## config.mk

```make
export PLATFORM = sky130hd
export DESIGN_NAME = ddra_top
export DESIGN_NICKNAME = d
export VERILOG_FILES = /design/src/ddra_rank.v /design/src/ddra_top.v
export VERILOG_INCLUDE_DIRS = /design/src /design/src/src
export SDC_FILE = /design/constraint.sdc
export NUM_CORES = 1
export LEC_CHECK = 0
export ABC_AREA = 1
export BUFFER_PORTS_ARGS = -buffer_cell sky130_fd_sc_hd__buf_2
export CAP_MARGIN = 10
export CORE_MARGIN = 2
export CORE_UTILIZATION = 50
export DETAILED_ROUTE_END_ITERATION = 8
export PLACE_DENSITY_LB_ADDON = 0.08
export SLEW_MARGIN = 10
export SYNTH_ARGS = -nofsm -noshare
export SYNTH_HDL_FRONTEND = slang
export SYNTH_SLANG_ARGS = --single-unit
```

## constraint.sdc

```tcl
create_clock -name ref_clk -period 4.9 [get_ports ref_clk]
set_input_delay 0.98 -clock ref_clk [delete_from_list [all_inputs] [get_ports ref_clk]]
set_output_delay 0.98 -clock ref_clk [all_outputs]
set_load 0.02 [all_outputs]
```

## src/ddra_defs.vh

```
// constants for the dual-rank command and address decoder
`ifndef DDRA_DEFS_VH
`define DDRA_DEFS_VH

`define DDRA_RANKS        2
`define DDRA_BANKS        8
`define DDRA_ROW_W        15
`define DDRA_ADDR_W       15
`define DDRA_BA_W         3
`define DDRA_MR_W         16
`define DDRA_COL_W        11
`define DDRA_AP_BIT       10
`define DDRA_BC_BIT       12
`define DDRA_COL_HI_BIT   11
`define DDRA_MR_COUNT     4
// mode register zero: 2-bit burst field, 2'b01 = on-the-fly chop
`define DDRA_MR0_BL_LSB   0
`define DDRA_BL_OTF       2'h1
`define DDRA_BL_FIX4      2'h2
`define DDRA_MR0_RESET    16'h0000
// {ras_n,cas_n,we_n}
`define DDRA_CMD_MRS      3'h0
`define DDRA_CMD_REF      3'h1
`define DDRA_CMD_PRE      3'h2
`define DDRA_CMD_ACT      3'h3
`define DDRA_CMD_WR       3'h4
`define DDRA_CMD_RD       3'h5
`define DDRA_CMD_ZQ       3'h6
`define DDRA_CMD_NOP      3'h7
`define DDRA_BURST_8      4'h8
`define DDRA_BURST_4      4'h4
`define DDRA_BURST_NONE   4'h0
// output event codes
`define DDRA_EV_NONE      3'h0
`define DDRA_EV_ACT       3'h1
`define DDRA_EV_RD        3'h2
`define DDRA_EV_WR        3'h3
`define DDRA_EV_PRE       3'h4
`define DDRA_EV_PREA      3'h5
`define DDRA_EV_MRS       3'h6
`define DDRA_EV_REF       3'h7

`endif

```

## src/ddra_rank.v

```verilog
// one rank: command decode, bank row tracking and mode registers
`timescale 1ns/1ps
`include "ddra_defs.vh"
module ddra_rank
(
  // clock and reset
  input  wire                        ref_clk,
  input  wire                        reset_n,
  // registered pins and the unregistered by-8 setting
  input  wire                        cs_n,
  input  wire [2:0]                  cmd,
  input  wire [`DDRA_BA_W-1:0]       ba,
  input  wire [`DDRA_ADDR_W-1:0]     addr,
  input  wire                        x8_mode,
  // decoded results
  output reg  [2:0]                  ev_reg,
  output reg  [`DDRA_BA_W-1:0]       bank_reg,
  output reg  [`DDRA_ROW_W-1:0]      row_reg,
  output reg  [`DDRA_COL_W-1:0]      col_reg,
  output reg                         ap_reg,
  output reg  [3:0]                  burst_reg,
  output reg  [`DDRA_BANKS-1:0]      open_reg,
  output reg  [`DDRA_MR_W-1:0]       mr0_reg
);

  reg  [`DDRA_ROW_W-1:0] rows_reg [0:`DDRA_BANKS-1];
  reg  [`DDRA_MR_W-1:0]  mr_reg   [1:`DDRA_MR_COUNT-1];
  wire                   hit;
  wire [1:0]             bl_field;
  wire [`DDRA_COL_W-1:0] col_dec;
  wire [3:0]             burst_dec;
  reg  [2:0]             ev_next;

  assign hit = ~cs_n;
  assign bl_field = mr0_reg[`DDRA_MR0_BL_LSB+1:`DDRA_MR0_BL_LSB];
  // by-8 ignores bit 11
  assign col_dec = x8_mode ? {1'b0, addr[9:0]} :
                   {addr[`DDRA_COL_HI_BIT], addr[9:0]};
  assign burst_dec = (bl_field == `DDRA_BL_OTF) ?
                     (addr[`DDRA_BC_BIT] ? `DDRA_BURST_8 : `DDRA_BURST_4) :
                     ((bl_field == `DDRA_BL_FIX4) ? `DDRA_BURST_4 : `DDRA_BURST_8);

  always @*
  begin
    ev_next = `DDRA_EV_NONE;
    if (hit)
    begin
      case (cmd)
        `DDRA_CMD_ACT: ev_next = `DDRA_EV_ACT;
        `DDRA_CMD_RD:  ev_next = `DDRA_EV_RD;
        `DDRA_CMD_WR:  ev_next = `DDRA_EV_WR;
        `DDRA_CMD_PRE: ev_next = addr[`DDRA_AP_BIT] ? `DDRA_EV_PREA : `DDRA_EV_PRE;
        `DDRA_CMD_MRS: ev_next = `DDRA_EV_MRS;
        `DDRA_CMD_REF: ev_next = `DDRA_EV_REF;
        default:       ev_next = `DDRA_EV_NONE;
      endcase
    end
  end

  genvar gb;
  generate
    for (gb = 0; gb < `DDRA_BANKS; gb = gb + 1)
    begin : g_bank
      // each bank keeps its own row, so banks stay open together
      always @(posedge ref_clk)
      begin
        if (!reset_n)
        begin
          open_reg[gb] <= 1'b0;
          rows_reg[gb] <= {`DDRA_ROW_W{1'b0}};
        end
        else if (ba == gb)
        begin
          if (ev_next == `DDRA_EV_ACT)
          begin
            open_reg[gb] <= 1'b1;
            rows_reg[gb] <= addr[`DDRA_ROW_W-1:0];
          end
          else if (ev_next == `DDRA_EV_PRE || ev_next == `DDRA_EV_PREA)
            open_reg[gb] <= 1'b0;
          // auto precharge modelled as closing at command time
          else if ((ev_next == `DDRA_EV_RD || ev_next == `DDRA_EV_WR) && addr[`DDRA_AP_BIT])
            open_reg[gb] <= 1'b0;
        end
        else if (ev_next == `DDRA_EV_PREA)
          open_reg[gb] <= 1'b0;
      end
    end
  endgenerate

  always @(posedge ref_clk)
  begin
    if (!reset_n)
    begin
      ev_reg    <= `DDRA_EV_NONE;
      bank_reg  <= {`DDRA_BA_W{1'b0}};
      row_reg   <= {`DDRA_ROW_W{1'b0}};
      col_reg   <= {`DDRA_COL_W{1'b0}};
      ap_reg    <= 1'b0;
      burst_reg <= `DDRA_BURST_NONE;
      mr0_reg   <= `DDRA_MR0_RESET;
      mr_reg[1] <= `DDRA_MR0_RESET;
      mr_reg[2] <= `DDRA_MR0_RESET;
      mr_reg[3] <= `DDRA_MR0_RESET;
    end
    else
    begin
      ev_reg    <= ev_next;
      bank_reg  <= ba;
      row_reg   <= (ev_next == `DDRA_EV_ACT) ? addr : rows_reg[ba];
      col_reg   <= col_dec;
      ap_reg    <= addr[`DDRA_AP_BIT] & (ev_next == `DDRA_EV_RD || ev_next == `DDRA_EV_WR);
      burst_reg <= (ev_next == `DDRA_EV_RD || ev_next == `DDRA_EV_WR) ? burst_dec : `DDRA_BURST_NONE;
      // bank bit 2 must be zero for a mode load; higher codes are dropped
      if (ev_next == `DDRA_EV_MRS && !ba[2])
      begin
        case (ba[1:0])
          2'h0:    mr0_reg   <= {1'b0, addr};
          2'h1:    mr_reg[1] <= {1'b0, addr};
          2'h2:    mr_reg[2] <= {1'b0, addr};
          default: mr_reg[3] <= {1'b0, addr};
        endcase
      end
    end
  end

endmodule

```

## src/ddra_top.v

```verilog
// dual-rank command and address decoder top
`timescale 1ns/1ps
`include "ddra_defs.vh"
module ddra_top
(
  // clock and reset
  input  wire                         ref_clk,
  input  wire                         reset_n,
  // command pins, all ranks
  input  wire [`DDRA_RANKS-1:0]       cs_n_pin,
  input  wire [`DDRA_RANKS-1:0]       cke_pin,
  input  wire [`DDRA_RANKS-1:0]       termination_control,
  input  wire                         ras_n_pin,
  input  wire                         cas_n_pin,
  input  wire                         we_n_pin,
  input  wire [`DDRA_BA_W-1:0]        ba_pin,
  input  wire [`DDRA_ADDR_W-1:0]      addr_pin,
  // configuration
  input  wire                         x8_mode,
  // per-rank decoded outputs, rank 1 in upper slice
  output reg  [`DDRA_RANKS*3-1:0]             ev_out,
  output reg  [`DDRA_RANKS*`DDRA_BA_W-1:0]    bank_out,
  output reg  [`DDRA_RANKS*`DDRA_ROW_W-1:0]   row_out,
  output reg  [`DDRA_RANKS*`DDRA_COL_W-1:0]   col_out,
  output reg  [`DDRA_RANKS-1:0]               auto_precharge_addr_bit,
  output reg  [`DDRA_RANKS*4-1:0]             burst_length,
  output reg  [`DDRA_RANKS*`DDRA_BANKS-1:0]   open_banks,
  output reg  [`DDRA_RANKS*`DDRA_MR_W-1:0]    mode_register_zero,
  output reg  [`DDRA_RANKS-1:0]               termination_on
);

  // all pins pass the same register stage so they stay aligned
  reg  [`DDRA_RANKS-1:0]   cs_n_reg;
  reg  [`DDRA_RANKS-1:0]   cke_reg;
  reg  [`DDRA_RANKS-1:0]   odt_reg;
  reg  [2:0]               cmd_reg;
  reg  [`DDRA_BA_W-1:0]    ba_reg;
  reg  [`DDRA_ADDR_W-1:0]  addr_reg;

  wire [`DDRA_RANKS*3-1:0]            ev_w;
  wire [`DDRA_RANKS*`DDRA_BA_W-1:0]   bank_w;
  wire [`DDRA_RANKS*`DDRA_ROW_W-1:0]  row_w;
  wire [`DDRA_RANKS*`DDRA_COL_W-1:0]  col_w;
  wire [`DDRA_RANKS-1:0]              ap_w;
  wire [`DDRA_RANKS*4-1:0]            burst_w;
  wire [`DDRA_RANKS*`DDRA_BANKS-1:0]  open_w;
  wire [`DDRA_RANKS*`DDRA_MR_W-1:0]   mr0_w;

  always @(posedge ref_clk)
  begin
    if (!reset_n)
    begin
      cs_n_reg <= {`DDRA_RANKS{1'b1}};
      cke_reg  <= {`DDRA_RANKS{1'b0}};
      odt_reg  <= {`DDRA_RANKS{1'b0}};
      cmd_reg  <= `DDRA_CMD_NOP;
      ba_reg   <= {`DDRA_BA_W{1'b0}};
      addr_reg <= {`DDRA_ADDR_W{1'b0}};
    end
    else
    begin
      cs_n_reg <= cs_n_pin;
      cke_reg  <= cke_pin;
      odt_reg  <= termination_control;
      cmd_reg  <= {ras_n_pin, cas_n_pin, we_n_pin};
      ba_reg   <= ba_pin;
      addr_reg <= addr_pin;
    end
  end

  genvar gr;
  generate
    for (gr = 0; gr < `DDRA_RANKS; gr = gr + 1)
    begin : g_rank
      // a rank with its clock gate low sees chip select high
      ddra_rank u_rank
      (
        .ref_clk   (ref_clk),
        .reset_n   (reset_n),
        .cs_n      (cs_n_reg[gr] | ~cke_reg[gr]),
        .cmd       (cmd_reg),
        .ba        (ba_reg),
        .addr      (addr_reg),
        .x8_mode   (x8_mode),
        .ev_reg    (ev_w[gr*3 +: 3]),
        .bank_reg  (bank_w[gr*`DDRA_BA_W +: `DDRA_BA_W]),
        .row_reg   (row_w[gr*`DDRA_ROW_W +: `DDRA_ROW_W]),
        .col_reg   (col_w[gr*`DDRA_COL_W +: `DDRA_COL_W]),
        .ap_reg    (ap_w[gr]),
        .burst_reg (burst_w[gr*4 +: 4]),
        .open_reg  (open_w[gr*`DDRA_BANKS +: `DDRA_BANKS]),
        .mr0_reg   (mr0_w[gr*`DDRA_MR_W +: `DDRA_MR_W])
      );
    end
  endgenerate

  always @(posedge ref_clk)
  begin
    if (!reset_n)
    begin
      ev_out                  <= {`DDRA_RANKS*3{1'b0}};
      bank_out                <= {`DDRA_RANKS*`DDRA_BA_W{1'b0}};
      row_out                 <= {`DDRA_RANKS*`DDRA_ROW_W{1'b0}};
      col_out                 <= {`DDRA_RANKS*`DDRA_COL_W{1'b0}};
      auto_precharge_addr_bit <= {`DDRA_RANKS{1'b0}};
      burst_length            <= {`DDRA_RANKS*4{1'b0}};
      open_banks              <= {`DDRA_RANKS*`DDRA_BANKS{1'b0}};
      mode_register_zero      <= {`DDRA_RANKS*`DDRA_MR_W{1'b0}};
      termination_on          <= {`DDRA_RANKS{1'b0}};
    end
    else
    begin
      ev_out                  <= ev_w;
      bank_out                <= bank_w;
      row_out                 <= row_w;
      col_out                 <= col_w;
      auto_precharge_addr_bit <= ap_w;
      burst_length            <= burst_w;
      open_banks              <= open_w;
      mode_register_zero      <= mr0_w;
      termination_on          <= odt_reg;
    end
  end

endmodule

```

**Word-level counts from Yosys, hierarchy flattened**

Memory sizes are Yosys's and may differ from the RTL's. A register that Yosys moved wholly into a read port is not among the register bits.
Index checks and enable logic that the tools add are counted.

- Bits in registers: 255
- Bits in latches: 0
- RAM bits: 240
- Bits in read-only memories: 0
- Bits of input ports: 30
- Output and inout bits: 124
- Word-level logic and storage cells: 266
- Memories: 2

- Add/subtract/negate cells: 0
- Multipliers: 0
- Divide/modulo/power cells: 0
- $lt $le $gt $ge: 0
- Equality and inequality tests: 44
- Shifts and indexed selects: 0
- Muxes and demuxes: 104
- Bitwise operators: 23
- Reduce and logical (&&, ||, !) cells: 49

Memory list:

| name | depth | bits a word | read ports | clocked after Yosys merged registers in | write ports | RTL line | RTL |
|---|---|---|---|---|---|---|---|
| g_rank[0].u_rank.rows_reg | 8 | 15 | 1 | 1 | 8 | ddra_rank.v:26 | `` reg [`DDRA_ROW_W-1:0] rows_reg [0:`DDRA_BANKS-1]; `` |
| g_rank[1].u_rank.rows_reg | 8 | 15 | 1 | 1 | 8 | ddra_rank.v:26 |  |

Operators with widths:

| kind | count |
|---|---|
| two-way mux 15 bit | 18 |
| two-way mux 1 bit | 76 |
| != test 4 x 1 -> 1 bit (second input constant) | 11 |
| AND reduction 2 bit | 20 |
| == test 3 bit (second input constant) | 12 |
| nonzero test 2 bit | 16 |
| == test 3 x 2 -> 1 bit (second input constant) | 8 |
| two-way mux 4 bit | 5 |
| != test 4 bit (second input constant) | 5 |
| bitwise OR 1 bit | 18 |
| case mux 3 bit (6 select lines) | 1 |
| == test 3 x 1 -> 1 bit (second input constant) | 4 |
| two-way mux 3 bit | 4 |
| zero test 3 bit | 2 |
| == test 2 x 1 -> 1 bit (second input constant) | 2 |
| == test 2 bit (second input constant) | 2 |
| logical AND 1 bit | 4 |
| logical OR 1 bit | 4 |
| inverter 1 bit | 3 |
| bitwise AND 1 bit | 2 |
| zero test 2 bit | 1 |
| OR reduction 2 bit | 1 |
| zero test 1 bit | 1 |

**Longest topological paths before layout**

Gate-level depths: netlist of run 1.

- Depth in word-level cells: 10
- Gate-level depth with buffers: 10
- Mapped depth without buffers: 9

**By module**

From an unflattened synthesis of run 1, not the netlist that was laid out.

- Cell total of the unflattened synthesis: 2237
- Area, all modules: 19682.6 um^2

By module, submodules not included:

| module | times used | cells each | area each (um^2) | sequential area each (um^2) |
|---|---|---|---|---|
| ddra_rank at g_rank[1].u_rank | 1 | 885 | 7678.6 | 4764.6 |
| ddra_rank at g_rank[0].u_rank | 1 | 878 | 7657.3 | 4764.6 |
| ddra_top | 1 | 474 | 4346.7 | 3022.9 |

**Worst setup path before layout of run 1**

OpenSTA, ideal clock, no wires.

- Path type: in2reg
- Start: in reset_n
- End: mem g_rank[0].u_rank.rows_reg[0][0] (netlist name), enable pin
- Library setup time: 0.356 ns
- Arrival time: 2.092 ns
- Required time: 4.544 ns
- Slack: 2.453 ns
- Cell stages on the path: 4
- Buffers on the path: 3
- Cells stage by stage: clkbuf_1 -> buf_2 -> clkbuf_1 -> nand2_1

RTL lines:

| element | RTL line | RTL |
|---|---|---|
| start, declared | ddra_top.v:8 | `input wire reset_n,` |
| end, declared | ddra_rank.v:26 |  |

==> impl_results.rst, run 1 <==
.. list-table::
   :header-rows: 1

   * - Metric
     - Value
   * - Number of hold-repair buffers added at the cts stage
     - 0
   * - Endpoint of the worst hold-timing path
     - col_out[10]$_SDFF_PN0_
   * - Count of H-tree levels built during CTS
     - 2
   * - Post-synthesis sequential area ratio
     - 66.34%
   * - Mapped cell area
     - about 18000 um2
   * - Status
     - completed
   * - NetSw
     - between 0.0015 and 0.002 W
   * - Maximum clock skew at final layout
     - between 0.015 and 0.02 ns
   * - Fmax
     - approximately 0.32 GHz
   * - Final design utilization
     - a little under three fifths
   * - Global route overflow
     - 0
   * - Maximum clock path buffer count
     - 3
   * - Instance count after placement with tap cells included
     - approximately 2.4k
   * - Initial drt markers
     - between 1k and 1.5k
   * - Clock-pin slew on the worst setup and hold paths
     - 0.06 ns
   * - Area enclosed by the die boundary
     - 37320 um2
   * - Final Setup Violations
     - 0
   * - GRT Overall Usage
     - about 26%
   * - Biggest fanout along the worst timing path
     - 33
   * - Pwr/cell area
     - 419.8 nW/um2
   * - Io pins
     - between 150 and 200
   * - Post-synthesis sequential element count
     - 473
   * - Syn. warnings
     - 0
   * - Largest register FFs
     - between 200 and 250
   * - # resized after CTS
     - 0
   * - Root Buffer
     - sky130_fd_sc_hd__clkbuf_16
   * - Setup TNS
     - 0 ns
   * - Part of the total power dissipated in the clock network
     - 43.4%
   * - Final Hold Violating Endpoints
     - 0
   * - Layout Nets
     - ~2.0k
   * - Relative contribution of sequential cells to total power
     - just over 50%
   * - N_diodes
     - 0
   * - TritonCTS clock tree
     - built
   * - Total length of routed wires
     - 47.44 mm
   * - Leakage power
     - 9.078 nW
   * - Count of clock tree sinks
     - between 400 and 500
   * - Final number of max-transition violations
     - 0
   * - Core Region
     - 35400 um2
   * - Number of global-route vias before repair
     - roughly 12k
   * - Combinational Power Share
     - about 5.3%
   * - Final Wtd Congestion
     - ~0.84
   * - Ys async rst share
     - 0%
   * - Data required time of the critical path
     - just over 5 ns
   * - Final std cells w/o fill
     - ~2.5k
   * - Estimated wirelength of the detail-placed design
     - approximately 30 mm
   * - Crit path DAT
     - 3.38 ns
   * - Floorplan die width
     - slightly below 200 um
   * - Antenna violation net count after detailed routing
     - 0
   * - Die span in y
     - between 150 and 200 um
   * - Standard-cell rows
     - slightly below 70
   * - Slew @ Worst Pin
     - about 1 ns
   * - RSZ-0062 raised after global routing
     - false
   * - Kind of path behind the tightest hold check
     - reg2reg
   * - Synth Instances
     - approximately 1.9k
   * - Switch share
     - approximately 23%
   * - Total DRC errors in the routed layout
     - 0
   * - Number of iterations in the first detailed-routing pass
     - 6
   * - Share of cells above drive strength 1
     - 14.43%
   * - Distinct cell type count after synthesis
     - 30
   * - Later-pin clock latency in the skew report
     - between 0.5 and 0.6 ns
   * - Wire length of the first global-routing pass
     - ~70 mm
   * - Setup crit end kind
     - flip-flop
   * - Worst-case vdd ir drop
     - approximately 370 uV
   * - Reg2Reg Setup Slack
     - between 1.5 and 2 ns
   * - Area Overhead vs Synth
     - 13.59%
   * - EDFF count, synth
     - 240
   * - Effective utilization at floorplan
     - between 50% and 60%
   * - Port buffer count
     - 147
   * - Reg2reg start
     - ba_reg[0]$_SDFF_PN0_
   * - Crit Path Class
     - reg2reg
   * - Max_cap viols
     - 0
   * - Pin count of the biggest net entering global routing
     - between 80 and 90
   * - Wire length per cell after detailed routing
     - 19.09 um
   * - Crit path launch type
     - flip-flop
   * - Startpoint of the lowest-slack hold path
     - g_rank[0].u_rank.col_reg[10]$_SDFF_PP0_
   * - Num CTS Buffers
     - between 40 and 50
   * - Syn Area/Cell
     - around 9.5 um2
   * - Slew Limit Headroom
     - 31.25%
   * - Antenna violations before repair
     - 0
   * - Count of cells along the worst hold path
     - 2
   * - Overall via count from detail_route
     - ~13k
   * - Period Utilization, post-route
     - 64.73%
   * - Post CTS Setup Buffer Count
     - 0
   * - Avg Vias per Cell
     - between 5 and 6
   * - Count of fill cells added during filler insertion
     - between 3k and 4k
   * - Int Pwr
     - between 0.006 and 0.007 W
   * - Capture point of the worst reg-to-reg path
     - g_rank[1].u_rank.rows_reg[5][2]$_SDFFCE_PN0P_
   * - Dominant register cell in the synthesized netlist
     - sky130_fd_sc_hd__edfxtp_1
   * - Min Tclk post-route
     - 3.172 ns
   * - R2R depth
     - 6
==> per-layer routing <==
metal | GRT usage (%) | part of all wire [%] | up-vias
li1 | - | - | 6136
met3 | 4.127 | 6.3 | 108
met2 | 41.21 | 47 | 469
met4 | 11.89 | 4.1 | 0
met1 | 34.14 | 43 | 6193
met5 | 0 | 0 | -
==> power by group through the flow <==
| stage | Combinational [W] | Clock, W | Sequential [W] |
|---|---|---|---|
| floorplan | 0.000274 | 0 | 0.00446 |
| global placement | 0.000445 | 0 | 0.00446 |
| finish | 0.000449 | 0.00370 | 0.00438 |
| global route | 0.000491 | 0.00389 | 0.00440 |
| CTS | 0.000449 | 0.00375 | 0.00438 |
| detailed placement | 0.000448 | 0 | 0.00447 |
==> worst max-delay path by stage <==
stage,startpoint,endpoint,cells past startpoint
after floorplan,reset_n,g_rank[0].u_rank.rows_reg[0][0]$_SDFFCE_PN0P_,4
after global placement,ba_reg[0]$_SDFF_PN0_,g_rank[1].u_rank.rows_reg[1][3]$_SDFFCE_PN0P_,6
after detailed placement,ba_reg[0]$_SDFF_PN0_,g_rank[1].u_rank.rows_reg[5][10]$_SDFFCE_PN0P_,6
after CTS,ba_reg[0]$_SDFF_PN0_,g_rank[1].u_rank.rows_reg[5][6]$_SDFFCE_PN0P_,6
after global routing,ba_reg[0]$_SDFF_PN0_,g_rank[1].u_rank.rows_reg[5][6]$_SDFFCE_PN0P_,6
final,ba_reg[0]$_SDFF_PN0_,g_rank[1].u_rank.rows_reg[5][2]$_SDFFCE_PN0P_,6
==> cell type report <==
cell class	count	area [um2]	share of cell area, %
Clock buffer	80	1530	7.528
Clock inverter	11	90.09	0.4432
Tap cell	461	576.8	2.837
Multi-Input combinational cell	1101	4677	23.01
Timing Repair Buffer	159	832.0	4.093
Inverter	200	750.7	3.693
Sequential cell	473	11870	58.40
==> per-stage QoR <==
| stage | total power, W | hold WS [ns] | instance area [um2] | worst slack, ns |
|---|---|---|---|---|
| after floorplan | 0.004730 | 0.3905 | 17910 | 2.453 |
| after global placement | 0.004910 | 0.3923 | 18710 | 1.762 |
| after detailed placement | 0.004914 | 0.3960 | 18710 | 1.679 |
| after CTS | 0.008587 | 0.4095 | 20330 | 1.668 |
| after global routing | 0.008777 | 0.4231 | 20330 | 1.478 |
| final | 0.008533 | 0.4079 | 20330 | 1.728 |
==> critical path: stages, from the launching register on <==
cell                      delay (ns)
sky130_fd_sc_hd__dfxtp_1        0.42
sky130_fd_sc_hd__inv_1          0.11
sky130_fd_sc_hd__nor2_4         0.68
sky130_fd_sc_hd__nand2_1        0.31
sky130_fd_sc_hd__nor2_1         0.42
sky130_fd_sc_hd__inv_1          0.28
sky130_fd_sc_hd__nand2_1        0.57
==> cells in the final DEF, fill, tap and decap left out, drive strengths merged <==
cell / count
nand3: 29
clkinv: 13
dfxtp: 233
edfxtp: 240
inv: 196
clkbuf: 80
o21ai: 62
a21oi: 53
nor3: 3
or2: 5
nor2: 361
nor4: 2
nand4: 62
conb: 6
nand2: 517
buf: 159
nand3b: 1
bufinv: 1
clkinvlp: 1
==> cell usage after synthesis, types with 2 or more instances <==
| cell | number | area [um2] |
|---|---|---|
| sky130_fd_sc_hd__nand2_2 | 4 | 25.02 |
| sky130_fd_sc_hd__buf_2 | 19 | 95.09 |
| sky130_fd_sc_hd__nor3_2 | 2 | 20.02 |
| sky130_fd_sc_hd__clkinv_1 | 6 | 22.52 |
| sky130_fd_sc_hd__nor2_2 | 21 | 131.4 |
| sky130_fd_sc_hd__inv_2 | 12 | 45.04 |
| sky130_fd_sc_hd__or2_2 | 5 | 31.28 |
| sky130_fd_sc_hd__dfxtp_1 | 233 | 4664 |
| sky130_fd_sc_hd__buf_6 | 7 | 78.83 |
| sky130_fd_sc_hd__nand4_1 | 61 | 381.6 |
| sky130_fd_sc_hd__nand2_1 | 510 | 1914 |
| sky130_fd_sc_hd__edfxtp_1 | 240 | 7207 |
| sky130_fd_sc_hd__o21ai_0 | 61 | 305.3 |
| sky130_fd_sc_hd__nand3_2 | 3 | 30.03 |
| sky130_fd_sc_hd__a21oi_1 | 53 | 265.3 |
| sky130_fd_sc_hd__nor2_4 | 5 | 56.30 |
| sky130_fd_sc_hd__buf_4 | 25 | 187.7 |
| sky130_fd_sc_hd__clkbuf_1 | 68 | 255.2 |
| sky130_fd_sc_hd__nor4_1 | 2 | 12.51 |
| sky130_fd_sc_hd__nand2_4 | 3 | 33.78 |
| sky130_fd_sc_hd__nand3_1 | 25 | 125.1 |
| sky130_fd_sc_hd__inv_1 | 182 | 683.2 |
| sky130_fd_sc_hd__nor2_1 | 335 | 1257 |
==> kinds of logic (layout without fill, tap and decap cells) <==
| kind of cell | after synthesis | after routing | share of synthesized area, % |
|---|---|---|---|
| other | 1 | 6 | 0.02095 |
| AO/OA/AOI/OAI | 115 | 115 | 3.237 |
| flip-flops | 473 | 473 | 66.34 |
| buffers and inverters | 320 | 450 | 7.663 |
| AND/OR/NAND/NOR | 980 | 980 | 22.74 |
(Power assumes the default switching activity.)
==> inputs of run 2 (changes only) <==
--- a/config.mk
+++ b/config.mk
@@ -6,7 +6,7 @@
 export SDC_FILE = /design/constraint.sdc
 export NUM_CORES = 1
 export LEC_CHECK = 0
-export ABC_AREA = 1
+export ABC_AREA = 0
 export BUFFER_PORTS_ARGS = -buffer_cell sky130_fd_sc_hd__buf_2
 export CAP_MARGIN = 10
 export CORE_MARGIN = 2
==> constraint.sdc (replaced) <==
create_clock -name ref_clk -period 2.79 [get_ports ref_clk]
set_input_delay 0.558 -clock ref_clk [delete_from_list [all_inputs] [get_ports ref_clk]]
set_output_delay 0.558 -clock ref_clk [all_outputs]
set_load 0.02 [all_outputs]
==> run 2 against run 1 <==
Against the previous run: die area about the same; critical path depth shrank 2; clock power up 71%; final area up 1.5%; worst hold slack worse by 0.28 ns; routed wire length decreased by 8.3%; non-clock buffer count is 51 higher; via count decreased by 13%; sequential cell count is the same; cell count down 17%; sequential share of layout area fell by 0.84 points; total power grew 74%; largest power group unchanged.
==> impl_results.rst, run 2 <==
.. list-table::
   :header-rows: 1

   * - Metric
     - Value
   * - Worst-case vdd ir drop
     - 564.2 uV (+54%)
   * - Combinational Power Share
     - 5.3% (about the same)
   * - Count of fill cells added during filler insertion
     - 2969 (-6.3%)
   * - Worst path cell trace
     - nor3b_2 > nand3_2 > nand2_1 > buf_4
   * - Largest register FFs
     - 240 (unchanged)
   * - Final Setup Violations
     - 0 (unchanged)
   * - Leakage power
     - 8.073 nW (-11%)
   * - Number of iterations in the first detailed-routing pass
     - 5 (-1)
   * - Count of H-tree levels built during CTS
     - 2 (unchanged)
   * - NetSw
     - 0.003282 W (+70%)
   * - Port buffer count
     - 147 (unchanged)
   * - Final Wtd Congestion
     - 0.8005 (-5.2%)
   * - Initial drt markers
     - 775 (-23%)
   * - Distinct cell type count after synthesis
     - 50 (+67%)
   * - Total DRC errors in the routed layout
     - 0 (unchanged)
   * - Antenna violation net count after detailed routing
     - 0 (unchanged)
   * - Root Buffer
     - sky130_fd_sc_hd__clkbuf_16
   * - Instance count after placement with tap cells included
     - 1976 (-17%)
   * - Wire length per cell after detailed routing
     - 21.05 um (+10%)
   * - Area share of the largest cell type after synthesis
     - 40.31% (about the same)
   * - Setup TNS
     - 0 ns (unchanged)
   * - Area enclosed by the die boundary
     - 37290 um2 (about the same)
   * - Final std cells w/o fill
     - 2066 (-17%)
   * - Count of clock tree sinks
     - 473 (unchanged)
   * - Crit path DAT
     - 2.48 ns (-0.90 ns)
   * - Syn. warnings
     - 0 (unchanged)
   * - Die span in y
     - 193.1 um (about the same)
   * - Global route overflow
     - 0 (unchanged)
   * - Standard-cell rows
     - 69 (unchanged)
   * - Post CTS Setup Buffer Count
     - 0 (unchanged)
   * - Overall via count from detail_route
     - 11.18k (-13%)
   * - Most frequent cells in the layout
     - sky130_fd_sc_hd__nor2_1 (251), sky130_fd_sc_hd__edfxtp_1 (240), sky130_fd_sc_hd__dfxtp_1 (232), sky130_fd_sc_hd__buf_2 (146), sky130_fd_sc_hd__mux2i_1 (131)
   * - EDFF count, synth
     - 240 (unchanged)
   * - Dominant register cell in the synthesized netlist
     - sky130_fd_sc_hd__edfxtp_1
   * - Estimated wirelength of the detail-placed design
     - 27.74 mm (-7.4%)
   * - Int Pwr
     - 0.01153 W (+74%)
   * - Part of the total power dissipated in the clock network
     - 42.8% (-0.6 points)
   * - Biggest fanout along the worst timing path
     - 18 (-45%)
   * - Effective utilization at floorplan
     - 50.51% (about the same)
   * - Place WS
     - 0.6155 ns (-1.063 ns)
   * - Synth Instances
     - 1435 (-24%)
   * - Post-synthesis sequential element count
     - 473 (unchanged)
   * - Status
     - completed
   * - Post-layout worst setup margin
     - 0.5732 ns (-1.155 ns)
   * - Maximum clock path buffer count
     - 3 (unchanged)
   * - Most common cell after layout, fill and taps aside
     - sky130_fd_sc_hd__nor2_1
   * - Max_cap viols
     - 0 (unchanged)
   * - Stage delay of the slowest cell on the critical path
     - 0.79 ns (+0.11 ns)
   * - Total length of routed wires
     - 43.49 mm (-8.3%)
   * - Share of cells above drive strength 1
     - 20.44% (+6.0 points)
   * - Crit Path Class
     - reg2reg
   * - # resized after CTS
     - 0 (unchanged)
   * - Later-pin clock latency in the skew report
     - 0.59 ns (about the same)
   * - Top cells by area in the synthesized netlist
     - sky130_fd_sc_hd__edfxtp_1 (40%), sky130_fd_sc_hd__dfxtp_1 (26%), sky130_fd_sc_hd__mux2i_1 (7.3%), sky130_fd_sc_hd__nor2_1 (5.3%), sky130_fd_sc_hd__and2_1 (3.8%)
   * - Min Tclk post-route
     - 2.217 ns (-0.9549 ns)
   * - Syn Area/Cell
     - 12.46 um2 (+32%)
   * - Antenna violations before repair
     - 0 (unchanged)
   * - Kind of path behind the tightest hold check
     - in2reg
   * - Final design utilization
     - 58.29% (+0.86 points)
   * - Number of global-route vias before repair
     - 10.98k (-12%)
   * - Mapped cell area
     - 17880 um2 (about the same)
   * - Pwr/cell area
     - 717.8 nW/um2 (+71%)
   * - Crit path launch type
     - flip-flop
   * - TritonCTS clock tree
     - built
   * - Num CTS Buffers
     - 48 (-2.0%)
   * - Maximum clock skew at final layout
     - 0.01656 ns (-0.00007480 ns)
   * - Wire length of the first global-routing pass
     - 65.84 mm (-7.3%)
   * - Layout Nets
     - 1595 (-21%)
   * - GRT Overall Usage
     - 23.71% (-1.9 points)
   * - Hold_ws
     - 0.1259 ns (-0.2820 ns)
   * - RSZ-0062 raised after global routing
     - false
   * - Final number of max-transition violations
     - 0 (unchanged)
   * - Switch share
     - 22.16% (-0.42 points)
   * - Relative contribution of sequential cells to total power
     - 51.9% (+0.5 points)
   * - Slew Limit Headroom
     - 48.48% (+17 points)
   * - Max stage delay cell, worst path
     - sky130_fd_sc_hd__dfxtp_1
   * - Pin count of the biggest net entering global routing
     - 73 (-18%)
   * - Fmax
     - 0.4511 GHz (+43%)
   * - Post-synthesis sequential area ratio
     - 66.40% (about the same)
   * - Cell type with the highest aggregate area in the netlist
     - sky130_fd_sc_hd__edfxtp_1
   * - Setup crit end kind
     - flip-flop
   * - Count leader, synth
     - sky130_fd_sc_hd__nor2_1
   * - Ys async rst share
     - 0% (unchanged)
   * - Avg Vias per Cell
     - 5.411 (+4.2%)
   * - Floorplan die width
     - 193.1 um (about the same)
   * - Data required time of the critical path
     - 3.05 ns (-2.05 ns)
   * - Number of hold-repair buffers added at the cts stage
     - 0 (unchanged)
   * - Most numerous cell types in the synthesized netlist
     - sky130_fd_sc_hd__nor2_1 (251), sky130_fd_sc_hd__edfxtp_1 (240), sky130_fd_sc_hd__dfxtp_1 (233)
   * - Clock-pin slew on the worst setup and hold paths
     - 0.06 ns (about the same)
   * - Io pins
     - 154 (unchanged)
   * - Final Hold Violating Endpoints
     - 0 (unchanged)
   * - Area Overhead vs Synth
     - 15.40%
   * - Core Region
     - 35400 um2 (unchanged)
   * - N_diodes
     - 0 (unchanged)
   * - Slew @ Worst Pin
     - 0.7710 ns (-0.2578 ns)
   * - Period Utilization, post-route
     - 79.45% (+15 points)
run 2: changes by cell type in the layout (fill, tap and decap cells not counted), moves of 61 or more:
| cell | change |
|---|---|
| sky130_fd_sc_hd__nor2_1 | -84 |
| sky130_fd_sc_hd__and2_1 | +110 |
| sky130_fd_sc_hd__nand2_1 | -458 |
| sky130_fd_sc_hd__nand4_1 | -61 |
| sky130_fd_sc_hd__mux2i_1 | +131 |
| sky130_fd_sc_hd__inv_1 | -152 |
| sky130_fd_sc_hd__o22ai_1 | +62 |
run 2: layer usage:
metal / vias to the layer above / part of all wire [%] / track usage (%)
met1: 5531 / 45 / 32.81
met2: 324 / 48 / 38.65
met5: - / 0 / 0
met3: 72 / 4.6 / 3.059
met4: 0 / 2.7 / 8.362
li1: 5253 / - / -
run 2: power by group through the flow:
| stage | Combinational (W) | Sequential [W] | Clock (W) |
|---|---|---|---|
| finish | 0.000780 | 0.00769 | 0.00634 |
| CTS | 0.000788 | 0.00769 | 0.00644 |
| global route | 0.000843 | 0.00772 | 0.00670 |
| floorplan | 0.000510 | 0.00781 | 0 |
| detailed placement | 0.000785 | 0.00784 | 0 |
| global placement | 0.000780 | 0.00783 | 0 |
run 2: final cells by class:
type                            count  area (um2)  area share (%)
Sequential cell                   473       11880           57.56
Multi-Input combinational cell    801        5215           25.28
Clock buffer                       76        1450           7.028
Timing Repair Buffer              210        1274           6.173
Tap cell                          461       576.8           2.796
Clock inverter                     14       125.1          0.6064
Inverter                           31       116.4          0.5640
run 2: logic make-up after synthesis:
logic type / Yosys count / share of synthesized area (%)
buf+inv: 166 / 4.535
other cells: 1 / 0.02098
flops: 473 / 66.40
simple gates: 510 / 14.44
compound gates: 134 / 5.795
mux: 151 / 8.804
run 2: per-stage QoR:
stage | instance area [um2] | total power (W)
final | 20630 | 0.01481
after global placement | 19060 | 0.008615
after floorplan | 17900 | 0.008322
after CTS | 20630 | 0.01493
after detailed placement | 19060 | 0.008625
after global routing | 20630 | 0.01526
run 2: critical path: cells and delay by family (launching register included):
kind | cells | cell delay (ns)
simple gates | 3 | 0.83
buf+inv | 1 | 0.27
flops | 1 | 0.79
run 2: final timing paths:
kind	start	end	slack (ns)	depth (start not counted)
worst max-delay path	ba_reg[0]$_SDFF_PN0_	g_rank[0].u_rank.rows_reg[1][7]$_SDFFCE_PN0P_	0.57	4
worst min-delay path	x8_mode	g_rank[0].u_rank.col_reg[10]$_SDFF_PP0_	0.13	2
worst max register to register	ba_reg[0]$_SDFF_PN0_	g_rank[0].u_rank.rows_reg[1][7]$_SDFFCE_PN0P_	0.57	4
worst min register to register	g_rank[1].u_rank.mr0_reg[13]$_SDFFE_PN0P_	mode_register_zero[29]$_SDFF_PN0_	0.43	2
==> inputs of run 3 (changes only) <==
==> constraint.sdc (replaced) <==
create_clock -name ref_clk -period 1.95 [get_ports ref_clk]
set_input_delay 0.39 -clock ref_clk [delete_from_list [all_inputs] [get_ports ref_clk]]
set_output_delay 0.39 -clock ref_clk [all_outputs]
set_load 0.02 [all_outputs]
==> run 3 against run 2 <==
Against the previous run: critical path type unchanged; worst hold slack got worse by 0.11 ns; largest power group unchanged; largest cell class unchanged; critical endpoint is now g_rank[0].u_rank.open_reg[1]$_SDFFE_PN0P_; global-route usage rose by 0.40 points; worst setup slack got worse by 0.42 ns; total power rose by 43%; critical path depth did not move.
==> impl_results.rst, run 3 (synthesis results as in run 2) <==
.. list-table::
   :header-rows: 1

   * - Metric
     - Value
   * - Slew Limit Headroom
     - 41.76% (-6.7 points)
   * - Worst-case vdd ir drop
     - 754.8 uV (+34%)
   * - Min Tclk post-route
     - 1.796 ns (-0.4212 ns)
   * - Most frequent cells in the layout
     - sky130_fd_sc_hd__nor2_1 (250), sky130_fd_sc_hd__edfxtp_1 (240), sky130_fd_sc_hd__dfxtp_1 (230), sky130_fd_sc_hd__buf_2 (146), sky130_fd_sc_hd__mux2i_1 (131)
   * - Wire length of the first global-routing pass
     - 67.60 mm (+2.7%)
   * - Max stage delay cell, worst path
     - sky130_fd_sc_hd__a2111oi_1
   * - Int Pwr
     - 0.01640 W (+42%)
   * - Stage delay of the slowest cell on the critical path
     - 0.52 ns (-0.27 ns)
   * - Final Setup Violations
     - 0 (unchanged)
   * - Overall via count from detail_route
     - 11.56k (+3.4%)
   * - Most common cell after layout, fill and taps aside
     - sky130_fd_sc_hd__nor2_1
   * - Standard-cell rows
     - 69 (unchanged)
   * - Relative contribution of sequential cells to total power
     - 51.9% (about the same)
   * - Area enclosed by the die boundary
     - 37290 um2 (unchanged)
   * - Largest register FFs
     - 240 (unchanged)
   * - Pwr/cell area
     - 985.2 nW/um2 (+37%)
   * - N_diodes
     - 0 (unchanged)
   * - Total DRC errors in the routed layout
     - 0 (unchanged)
   * - Top Family by Delay on Critical Path
     - compound AO/OA/AOI/OAI gates
   * - Maximum clock skew at final layout
     - 0.01369 ns (-0.002875 ns)
   * - Leakage power
     - 8.475 nW (+5.0%)
   * - Estimated wirelength of the detail-placed design
     - 29.08 mm (+4.8%)
   * - TritonCTS clock tree
     - built
   * - Crit path buf inv count
     - 1 (unchanged)
   * - Antenna violations before repair
     - 0 (unchanged)
   * - Total Power Consumption
     - 0.02114 W (+43%)
   * - Combinational Power Share
     - 6.2% (+0.9 points)
   * - Part of the total power dissipated in the clock network
     - 41.9% (-0.9 points)
   * - Setup crit end kind
     - flip-flop
   * - Max_cap viols
     - 0 (unchanged)
   * - Crit Path Class
     - reg2reg
   * - Biggest fanout along the worst timing path
     - 13 (-5)
   * - NetSw
     - 0.004749 W (+45%)
   * - Final Wtd Congestion
     - 0.8090 (+1.1%)
   * - Avg Vias per Cell
     - 5.406 (about the same)
   * - GRT Overall Usage
     - 24.12% (+0.40 points)
   * - Io pins
     - 154 (unchanged)
   * - Count of clock tree sinks
     - 473 (unchanged)
   * - Number of iterations in the first detailed-routing pass
     - 5 (unchanged)
   * - Fmax
     - 0.5569 GHz (+23%)
   * - Crit path DAT
     - 2.26 ns (-0.22 ns)
   * - Switch share
     - 22.46% (+0.30 points)
   * - Effective utilization at floorplan
     - 50.51% (unchanged)
   * - Floorplan die width
     - 193.1 um (unchanged)
   * - Final number of max-transition violations
     - 0 (unchanged)
   * - Share of cells above drive strength 1
     - 23.26% (+2.8 points)
   * - Number of global-route vias before repair
     - 11.36k (+3.5%)
   * - Post-layout worst setup margin
     - 0.1544 ns (-0.4188 ns)
   * - Crit path launch type
     - flip-flop
   * - Pin count of the biggest net entering global routing
     - 54 (-26%)
   * - Antenna violation net count after detailed routing
     - 0 (unchanged)
   * - Final Hold Violating Endpoints
     - 0 (unchanged)
   * - Total length of routed wires
     - 44.01 mm (+1.2%)
   * - Num CTS Buffers
     - 48 (unchanged)
   * - Global route overflow
     - 0 (unchanged)
   * - Area Overhead vs Synth
     - 20.05%
   * - Die span in y
     - 193.1 um (unchanged)
   * - Maximum clock path buffer count
     - 3 (unchanged)
   * - Core Region
     - 35400 um2 (unchanged)
   * - Kind of path behind the tightest hold check
     - in2reg
   * - Port buffer count
     - 147 (unchanged)
   * - Status
     - completed
   * - Slew @ Worst Pin
     - 0.8726 ns (+0.1017 ns)
   * - Place WS
     - 0.08904 ns (-0.5265 ns)
   * - Layout Nets
     - 1668 (+4.6%)
   * - Clock-pin slew on the worst setup and hold paths
     - 0.06 ns (about the same)
   * - Initial drt markers
     - 899 (+16%)
   * - Later-pin clock latency in the skew report
     - 0.59 ns (about the same)
   * - Root Buffer
     - sky130_fd_sc_hd__clkbuf_16
   * - Data required time of the critical path
     - 2.41 ns (-0.64 ns)
   * - Worst path cell trace
     - buf_4 > or3b_1 > a2111oi_1 > o32ai_1
   * - Wire length per cell after detailed routing
     - 20.59 um (-2.2%)
   * - Count of H-tree levels built during CTS
     - 2 (unchanged)
   * - Period Utilization, post-route
     - 92.08% (+13 points)
   * - RSZ-0062 raised after global routing
     - false
[run 3: power by group through the flow]
stage	sequential (W)	combinational [W]	clock (W)
5_1_grt	0.0110	0.00140	0.00940
3_3_place_gp	0.0112	0.00127	0
2_1_floorplan	0.0112	0.000730	0
4_1_cts	0.0110	0.00132	0.00903
6_report	0.0110	0.00131	0.00886
3_5_place_dp	0.0112	0.00128	0
[run 3: routing by layer]
layer | routed length (um) | GRT usage (%) | part of all wire, %
met5 | 0 | 0 | 0
met3 | 2216 | 3.312 | 5.0
met2 | 21120 | 39.08 | 48
met4 | 1045 | 7.663 | 2.4
met1 | 19630 | 33.76 | 45
[run 3: worst reg2reg max path, stage by stage (launching register included)]
cell and delay (ns):
sky130_fd_sc_hd__dfxtp_1 0.34, sky130_fd_sc_hd__buf_4 0.18, sky130_fd_sc_hd__or3b_1 0.51, sky130_fd_sc_hd__a2111oi_1 0.52, sky130_fd_sc_hd__o32ai_1 0.14
[run 3: worst paths after layout]
kind / startpoint / endpoint / slack, ns / cells after the start
max: cmd_reg[1]$_SDFF_PN1_ / g_rank[0].u_rank.open_reg[1]$_SDFFE_PN0P_ / 0.15 / 4
min: addr_pin[4] / addr_reg[4]$_SDFF_PN0_ / 0.02 / 2
max reg2reg: cmd_reg[1]$_SDFF_PN1_ / g_rank[0].u_rank.open_reg[1]$_SDFFE_PN0P_ / 0.15 / 4
min reg2reg: odt_reg[0]$_SDFF_PN0_ / termination_on[0]$_SDFF_PN0_ / 0.43 / 1
[run 3: layout make-up]
cell class	instances	area, um2
fillers	2837	13930
inverters	31	116.4
flip-flops and latches	473	11880
well taps	461	576.8
multi-input cells	801	5230
clock inverters	19	126.4
repair buffers	283	2130
clock buffers	70	1406
[run 3: what timing repair did]
item,CTS,global route
hold buffers,18,0
buffers inserted,0,0
resized for setup,0,5
hold endpoints to repair,18,0
setup endpoints to repair,0,71
[run 3: through the flow]
step,hold WS [ns],util (%),instances,area (um2),setup TNS (ns)
final,0.01978,60.64,2138,21460,0
after global routing,0.01579,60.64,2138,21460,0
after CTS,0.0005665,60.61,2138,21450,0
after detailed placement,0.4169,55.77,2031,19740,0
after global placement,0.4139,55.76,2031,19740,0
after floorplan,0.4037,-,1440,17900,-2.222
